[src/dmc_pkg.sv]
package dmc_pkg;
  localparam int ROW_W   = 8;
  localparam int COL_W   = 8;
  localparam int ADDR_W  = 16;
  localparam int DATA_W  = 4;
  localparam int CLK_MHZ = 40;
  // times in ns, counts rounded: least times up
  localparam int T_RAS_NS  = 150;
  localparam int T_RP_NS   = 100;
  localparam int T_RAH_NS  = 15;
  localparam int T_CAS_NS  = 75;
  localparam int T_RAC_NS  = 150;
  localparam int T_FCS_NS  = 30;
  localparam int T_OFD_NS  = 40;
  localparam int T_WP_NS   = 30;
  localparam int C_RAS  = (T_RAS_NS * CLK_MHZ + 999) / 1000;
  localparam int C_RP   = (T_RP_NS  * CLK_MHZ + 999) / 1000;
  localparam int C_RAH  = (T_RAH_NS * CLK_MHZ + 999) / 1000;
  localparam int C_CAS  = (T_CAS_NS * CLK_MHZ + 999) / 1000;
  localparam int C_RAC  = (T_RAC_NS * CLK_MHZ + 999) / 1000 + 1;
  localparam int C_FCS  = (T_FCS_NS * CLK_MHZ + 999) / 1000;
  localparam int C_OFD  = (T_OFD_NS * CLK_MHZ + 999) / 1000;
  localparam int C_WP   = (T_WP_NS  * CLK_MHZ + 999) / 1000;
  localparam int REF_PERIOD_US = 4000;
  localparam int REF_ROWS      = 256;
  localparam int REF_INTERVAL  = (REF_PERIOD_US * CLK_MHZ) / REF_ROWS;
  localparam int INIT_PAUSE_US = 100;
  localparam int INIT_PAUSE    = INIT_PAUSE_US * CLK_MHZ;
  localparam int INIT_CYCLES   = 8;
  localparam int CNT_W         = 8;

  typedef enum logic [1:0] {
    DMC_OP_READ  = 2'h0,
    DMC_OP_WRITE = 2'h1,
    DMC_OP_RMW   = 2'h2
  } dmc_op_t;

  typedef struct packed {
    dmc_op_t             op;
    logic [ADDR_W-1:0]   addr;
    logic [DATA_W-1:0]   wdata;
  } dmc_req_t;

  typedef struct packed {
    logic                ras_n;
    logic                cas_n;
    logic                we_n;
    logic                oe_n;
    logic [ROW_W-1:0]    addr;
  } dmc_pins_t;
endpackage

[src/dmc_timer.sv]
module dmc_timer #(
  parameter int W = 8
) (
  input  wire logic         clk,
  input  wire logic         rstn,
  input  wire logic         ce,
  input  wire logic         load,
  input  wire logic [W-1:0] value,
  output logic              done
);
  logic [W-1:0] cnt_q;

  always_ff @(posedge clk or negedge rstn) begin
    if (!rstn) begin
      cnt_q <= '0;
    end else if (ce) begin
      if (load) begin
        cnt_q <= value;
      end else if (cnt_q != '0) begin
        cnt_q <= cnt_q - W'(1);
      end
    end
  end

  // done must not look at load: load is decided from done, which would close a loop
  assign done = (cnt_q == '0);
endmodule // dmc_timer

[src/dmc_ctrl.sv]
// Operation
// - drive row address, then drop row strobe
// - drive column address, then drop column strobe
// - early write: enable low before column
// - raise output enable before driving data
// - page mode keeps row strobe low
// - refresh all 256 rows every 4 ms
// - hidden refresh keeps column low; not done here: refresh only starts from idle, column strobe falling before row
// - counter test procedure run by software
// - pause then eight row cycles first
module dmc_ctrl #(
  parameter int INIT_PAUSE_CYC = dmc_pkg::INIT_PAUSE,
  parameter int REF_INT_CYC    = dmc_pkg::REF_INTERVAL
) (
  input  wire logic                       clk,
  input  wire logic                       rstn,
  input  wire logic                       ce,
  input  wire logic                       req_valid,
  output logic                            req_ready,
  input  wire dmc_pkg::dmc_req_t          req,
  input  wire logic                       page_hold,
  output logic                            rsp_valid,
  output logic [dmc_pkg::DATA_W-1:0]      rsp_data,
  output logic                            init_done,
  output dmc_pkg::dmc_pins_t              pins,
  input  wire logic [dmc_pkg::DATA_W-1:0] dq_in,
  output logic [dmc_pkg::DATA_W-1:0]      dq_out,
  output logic                            dq_oe_n
);
  typedef enum logic [11:0] {
    ST_PAUSE  = 12'h001,
    ST_IRAS   = 12'h002,
    ST_IPRE   = 12'h004,
    ST_IDLE   = 12'h008,
    ST_ROW    = 12'h010,
    ST_COL    = 12'h020,
    ST_ACC    = 12'h040,
    ST_WEN    = 12'h080,
    ST_CLOSE  = 12'h100,
    ST_PRE    = 12'h200,
    ST_RCAS   = 12'h400,
    ST_RRAS   = 12'h800
  } dmc_state_t;

  localparam int TW = 24;
  localparam int RW = $clog2(REF_INT_CYC + 1) + 1;

  dmc_state_t          state_q;
  dmc_pkg::dmc_req_t   cur_q;
  dmc_pkg::dmc_pins_t  pins_q;
  logic [3:0]          dq_sync1_q;
  logic                pause_done_q;
  logic                page_hit;
  logic [3:0]          dq_sync2_q;
  logic [3:0]          init_cnt_q;
  logic [RW-1:0]       ref_cnt_q;
  logic                ref_due_q;
  logic                t_load;
  logic [TW-1:0]       t_val;
  logic                t_done;
  logic [3:0]          dq_out_q;
  logic                dq_oe_n_q;
  logic [3:0]          rsp_q;
  logic                rsp_v_q;

  function automatic logic [TW-1:0] cyc(input int n);
    cyc = (n > 1) ? TW'(n - 1) : '0;
  endfunction

  dmc_timer #(.W(TW)) u_timer (
    .clk   (clk),
    .rstn  (rstn),
    .ce    (ce),
    .load  (t_load),
    .value (t_val),
    .done  (t_done)
  );

  // pin data crosses in asynchronously, two stages before use
  always_ff @(posedge clk or negedge rstn) begin
    if (!rstn) begin
      dq_sync1_q <= '0;
      dq_sync2_q <= '0;
    end else if (ce) begin
      dq_sync1_q <= dq_in;
      dq_sync2_q <= dq_sync1_q;
    end
  end

  // refresh pacing: one row per interval covers 256 rows in 4 ms
  always_ff @(posedge clk or negedge rstn) begin
    if (!rstn) begin
      ref_cnt_q <= '0;
      ref_due_q <= 1'b0;
    end else if (ce && init_done) begin // pacing starts once the start-up cycles are over
      if (ref_cnt_q == RW'(REF_INT_CYC - 1)) begin
        ref_cnt_q <= '0;
        ref_due_q <= 1'b1;
      end else begin
        ref_cnt_q <= ref_cnt_q + RW'(1);
        if (state_q == ST_RCAS) begin
          ref_due_q <= 1'b0;
        end
      end
    end
  end

  // a page continuation is taken in close, so ready must show it there too
  assign page_hit  = page_hold && !ref_due_q && (req.addr[15:8] == cur_q.addr[15:8]);
  assign req_ready = t_done && ((state_q == ST_IDLE && !ref_due_q) || (state_q == ST_CLOSE && page_hit));

  // every step reloads the timer; idle only when work starts, precharge states just drain it
  always_comb begin
    t_load = t_done;
    t_val  = '0;
    case (state_q)
      ST_PAUSE: t_val = pause_done_q ? cyc(dmc_pkg::C_RAS) : cyc(INIT_PAUSE_CYC);
      ST_IRAS, ST_WEN, ST_CLOSE, ST_RRAS: t_val = cyc(dmc_pkg::C_RP);
      ST_IDLE: begin
        t_load = t_done && (ref_due_q || req_valid);
        t_val  = ref_due_q ? cyc(dmc_pkg::C_FCS) : cyc(dmc_pkg::C_RAH);
      end
      ST_ROW: t_val = cyc(dmc_pkg::C_RAH);
      ST_COL: t_val = cyc(dmc_pkg::C_RAC);
      ST_ACC: t_val = (cur_q.op == dmc_pkg::DMC_OP_RMW) ? cyc(dmc_pkg::C_OFD + dmc_pkg::C_WP)
                                                         : cyc(dmc_pkg::C_CAS);
      ST_RCAS: t_val = cyc(dmc_pkg::C_RAS);
      default: t_load = 1'b0;
    endcase
  end

  always_ff @(posedge clk or negedge rstn) begin
    if (!rstn) begin
      state_q    <= ST_PAUSE;
      pause_done_q <= 1'b0;
      init_cnt_q <= '0;
      cur_q      <= '0;
      pins_q     <= '{ras_n: 1'b1, cas_n: 1'b1, we_n: 1'b1, oe_n: 1'b1, addr: '0};
      dq_out_q   <= '0;
      dq_oe_n_q  <= 1'b1;
      rsp_q      <= '0;
      rsp_v_q    <= 1'b0;
    end else if (ce) begin
      rsp_v_q <= 1'b0;
      if (t_done) begin
        case (state_q)
          ST_PAUSE: begin
            if (pause_done_q) begin
              pins_q.ras_n <= 1'b0;
              state_q      <= ST_IRAS;
            end
            pause_done_q <= 1'b1;
          end
          ST_IRAS: begin
            pins_q.ras_n <= 1'b1;
            init_cnt_q   <= init_cnt_q + 4'h1;
            state_q      <= ST_IPRE;
          end
          ST_IPRE: begin
            if (init_cnt_q == 4'(dmc_pkg::INIT_CYCLES)) begin
              state_q <= ST_IDLE;
            end else begin
              state_q <= ST_PAUSE;
            end
          end
          ST_IDLE: begin
            if (ref_due_q) begin
              pins_q.cas_n <= 1'b0;
              state_q      <= ST_RCAS;
            end else if (req_valid) begin
              cur_q       <= req;
              pins_q.addr <= req.addr[15:8];
              pins_q.we_n <= (req.op != dmc_pkg::DMC_OP_WRITE);
              dq_out_q    <= req.wdata;
              dq_oe_n_q   <= (req.op != dmc_pkg::DMC_OP_WRITE);
              state_q <= ST_ROW;
            end
          end
          ST_ROW: begin
            if (pins_q.ras_n) begin
              pins_q.ras_n <= 1'b0;
            end else begin
              pins_q.addr <= cur_q.addr[7:0];
              state_q     <= ST_COL;
            end
          end
          ST_COL: begin
            pins_q.cas_n <= 1'b0;
            pins_q.oe_n  <= (cur_q.op == dmc_pkg::DMC_OP_WRITE);
            state_q      <= ST_ACC;
          end
          ST_ACC: begin
            if (cur_q.op != dmc_pkg::DMC_OP_WRITE) begin
              rsp_q   <= dq_sync2_q;
              rsp_v_q <= 1'b1;
            end
            if (cur_q.op == dmc_pkg::DMC_OP_RMW) begin
              pins_q.oe_n <= 1'b1;
              state_q     <= ST_WEN;
            end else begin
              pins_q.cas_n <= 1'b1;
              pins_q.oe_n  <= 1'b1;
              state_q      <= ST_CLOSE;
            end
          end
          ST_WEN: begin
            if (dq_oe_n_q) begin
              dq_out_q  <= cur_q.wdata;
              dq_oe_n_q <= 1'b0;
            end else if (pins_q.we_n) begin
              pins_q.we_n <= 1'b0;
            end else begin
              pins_q.cas_n <= 1'b1;
              state_q      <= ST_CLOSE;
            end
          end
          ST_CLOSE: begin
            pins_q.we_n <= 1'b1;
            dq_oe_n_q   <= 1'b1;
            if (page_hit && req_valid) begin
              cur_q       <= req;
              pins_q.addr <= req.addr[7:0];
              pins_q.we_n <= (req.op != dmc_pkg::DMC_OP_WRITE);
              dq_out_q    <= req.wdata;
              dq_oe_n_q   <= (req.op != dmc_pkg::DMC_OP_WRITE);
              state_q <= ST_COL;
            end else begin
              pins_q.ras_n <= 1'b1;
              state_q      <= ST_PRE;
            end
          end
          ST_PRE: begin
            state_q <= ST_IDLE;
          end
          ST_RCAS: begin
            pins_q.ras_n <= 1'b0;
            state_q      <= ST_RRAS;
          end
          ST_RRAS: begin
            pins_q.ras_n <= 1'b1;
            pins_q.cas_n <= 1'b1;
            state_q      <= ST_PRE;
          end
          default: begin
            state_q <= ST_IDLE;
          end
        endcase
      end
    end
  end

  assign pins      = pins_q;
  assign dq_out    = dq_out_q;
  assign dq_oe_n   = dq_oe_n_q;
  assign rsp_data  = rsp_q;
  assign rsp_valid = rsp_v_q;
  assign init_done = (state_q != ST_PAUSE) && (state_q != ST_IRAS) && (state_q != ST_IPRE);
endmodule // dmc_ctrl

[config.mk]
export PLATFORM = sky130hd
export DESIGN_NAME = dmc_ctrl
export DESIGN_NICKNAME = d
export VERILOG_FILES = /design/src/dmc_pkg.sv /design/src/dmc_timer.sv /design/src/dmc_ctrl.sv
export SDC_FILE = /design/constraint.sdc
export NUM_CORES = 1
export LEC_CHECK = 0
export ABC_AREA = 1
export BUFFER_PORTS_ARGS = -buffer_cell sky130_fd_sc_hd__buf_2
export CAP_MARGIN = 30
export CORE_ASPECT_RATIO = 1.4
export CORE_MARGIN = 4
export CORE_UTILIZATION = 30
export DETAILED_ROUTE_END_ITERATION = 6
export HOLD_SLACK_MARGIN = 0.06
export PLACE_DENSITY = 0.51
export SYNTH_ARGS = -nofsm -noshare
export SYNTH_HDL_FRONTEND = slang
export SYNTH_HIERARCHICAL = 1
export SYNTH_SLANG_ARGS = --single-unit
[constraint.sdc]
create_clock -name clk -period 5.65 [get_ports clk]
set_input_delay 0.2825 -clock clk [delete_from_list [all_inputs] [get_ports clk]]
set_output_delay 0.2825 -clock clk [all_outputs]
set_load 0.03 [all_outputs]
==> results by group <==
Outcome
  • Outcome: finished, final reports clean

STA
  • Period Utilization, post-route: 60.3%
  • Slew HR: 32.9%
  • Highest Clock Rate: about 0.3 GHz
  • Tightest Pin Transition: 1010 ps
  • Fin. max-slew vios: 0
  • Final Critical Period: 3410 ps
  • Final worst slack: 2240 ps
  • Hold Vio Cnt, Final: 0
  • Unrepaired setup endpoints after global routing: false
  • Final setup vio count: 0
  • Hold WS: 125 ps
  • Total negative slack: 0 ps
  • Final Skew: 14.5 ps

Layout
  • Multi-input gate area: 3540 sq um
  • Most frequent cells in the layout: nand2_1 (337), dfrtp_1 (99), nand3_1 (98)
  • Inserted Diodes: 0
  • FILL cells: 2427
  • Post-layout util: 34.3%
  • Layout cells sized above 1: 14.7%
  • Seq. cell area: approximately 2600 sq um
  • Commonest non-fill, non-tap cell in the layout: nand2_1
  • Final instance area: 7530 sq um
  • Final nets: 1038
  • Layout overhead on the synthesized area: 12.4%

Logic synthesis
  • Cells after synthesis: 949
  • Syn_area_per_cell: approximately 7.1 sq um
  • Post-synth ARST share: 100%
  • Post-synth EDFFs: 0
  • Yosys reg bits: ~110
  • Synth area leaders: dfrtp_1 (37%), nand2_1 (19%), nand3_1 (7.3%)
  • Dominant synthesized flop cell: dfrtp_1
  • Register area share after synthesis: 39.3%
  • Synth top area share: approximately 37%
  • Mapped Area: 6700 sq um
  • Synth unique cells: 37
  • Ys Warns: 6
  • Area leader, netlist: dfrtp_1

Placed design
  • Detail Placement HPWL: ~13 mm
  • Placer Congestion: about 0.86
  • I/O Buffers: 54
  • DP Area: 7200 sq um
  • Pre-CTS WS: 2210 ps

Global route
  • Largest net degree at the start of global routing: 67
  • First-pass GRT wire length: 30.2 mm
  • GR Util met2: 27.5%
  • Total Routing Usage GR: 15.1%
  • Global route hottest layer: met2
  • Met1 usage: 17.7%
  • Total gr overflow: 0
  • Vias in the first global route: ~6100
  • Initial antenna violation count: 0
  • Met3 usage in global routing: approximately 2.5%

Setup path
  • Crit path launch type: flip-flop
  • Setup Crit Path Kind: flip-flop to flip-flop
  • Worst R2R End: u_timer/cnt_q[23]
  • Register-to-Register Path Depth: 14
  • Reg2Reg Setup Slack: 2240 ps
  • Critical path peak fanout: 32
  • Worst reg2reg path startpoint: state_q[6]
  • Kind of end point of the critical path: flip-flop
  • CP Data Arrival Time: 3700 ps
  • Required time worst endpoint: 5940 ps

Worst hold path
  • Hold path startpoint: dq_in[3]
  • Worst hold path stage count: 3
  • Hold worst-path end: dq_sync1_q[3]
  • Worst Hold Class: primary input to flip-flop

Pwr
  • Power per cell area: 335 nW/um^2
  • Peak supply drop: 0.000155 V
  • Lkg Pwr: 3.95 nW

Floorplanning
  • Die ar.: about 25000 sq um
  • Starting Density: 30.5%
  • Die span in x: 134 um
  • Core Box Area: 21900 sq um
  • I/O Pins: 55
  • Core Rows: 64
  • Die height: 185 um

CTS
  • CTS HTree Levels: 3
  • CTS Buffer Depth: 2
  • CTS sink count: 105
  • CTS tree: yes
  • Root Buffer: clkbuf_16
  • Clock buffer count from CTS: 9
  • Worst-Skew Late Latency: 360 ps
  • CTS clk-pin slew, worst paths: 80 ps
  • Post-CTS setup repair buffer count: 0

Route
  • Routed vias: a little over 6000
  • Final antenna-violating net count: 0
  • Initial drt markers: 244
  • Number of remaining DRC errors: 0
  • Post-Route WL: 18.0 mm
  • TritonRoute pass-1 iters: 4
  • Vias per inst: roughly 4.7
  • Routed len/inst: ~14 um

Flow run
  • Max-cap violations: 0
[routing by layer]
metal | up-vias | wire (um)
li1 | 3128 | -
met1 | 2814 | 7710
met2 | 91 | 9350
met3 | 31 | 512
met4 | 0 | 417
met5 | - | 0
[critical path, stage by stage, from the launching register on]
cell and delay [ps]:
dfrtp_1 410, inv_1 80, nand2_1 70, nor2_1 650, nand2_4 190, nand2_1 140, nor2_1 70, a31oi_2 120
buf_4 250, inv_1 470, nand4_1 290, nand2_2 280, nor2_1 170, nand2_1 60, nand2_1 50
[worst max-delay path by stage]
stage | from | end | slack, ps | depth (start not counted)
detailed placement | state_q[6] | u_timer/cnt_q[20] | 2210 | 14
global placement | state_q[7] | u_timer/cnt_q[21] | 2340 | 14
floorplan | state_q[3] | u_timer/cnt_q[19] | 3470 | 16
finish | state_q[6] | u_timer/cnt_q[23] | 2240 | 14
CTS | state_q[6] | u_timer/cnt_q[23] | 2170 | 14
global route | state_q[6] | u_timer/cnt_q[22] | 1850 | 14
[power by group]
group | internal [mW] | switching, mW
registers | 0.855 | 0.119
clock network | 0.368 | 0.326
logic | 0.272 | 0.582
total | 1.50 | 1.03
[final cells by class]
type	count	share of cell area, %
flip-flops and latches	105	35.0
well taps	297	4.94
multi-input cells	732	47.0
clock inverters	6	1.11
clock buffers	10	3.17
repair buffers	58	4.05
inverters	95	4.77
[cells in the mapped netlist, types with 7 or more instances]
cell type	n
nor3_1	9
nor2_2	13
nor2_4	9
nor2_1	89
nand4_1	44
buf_6	10
nand2_2	12
o21ai_0	35
buf_2	13
xor2_1	13
a21oi_1	7
inv_1	90
o21ai_2	15
dfrtp_1	99
nand3_1	98
nand2_1	337
[cell families (layout without fill, tap and decap cells)]
| kind of cell | count (synthesis) | count (layout) | synth area share, % |
|---|---|---|---|
| buf+inv | 125 | 169 | 8.74 |
| simple gates | 629 | 629 | 42.7 |
| xor+xnor | 17 | 17 | 2.22 |
| fa+ha+maj | 6 | 6 | 1.12 |
| other cells | 1 | 14 | 0.0560 |
| flops | 105 | 105 | 39.3 |
| compound gates | 66 | 66 | 5.84 |
[sequential cells by signal, summed over array words and instances (netlist names)]
register / count
u_timer/cnt_q: 24
cur_q: 22
pins: 12
state_q: 12
ref_cnt_q: 11
dq_out: 4
dq_sync1_q: 4
dq_sync2_q: 4
init_cnt_q: 4
rsp_data: 4
dq_oe_n: 1
pause_done_q: 1
ref_due_q: 1
rsp_valid: 1
[timing repair]
item,CTS,global route
endpoints found under the hold margin,38,0
endpoints found under the setup margin,0,0
gates resized for setup,0,0
hold buffers,1,0
[through the flow]
step | total power, mW | std cells
after global placement | 1.84 | 1286
after detailed placement | 1.84 | 1286
after CTS | 2.55 | 1303
after global routing | 2.72 | 1303
after floorplan | 1.63 | 962
final | 2.52 | 1303
Power figures use the tool's default switching activity.
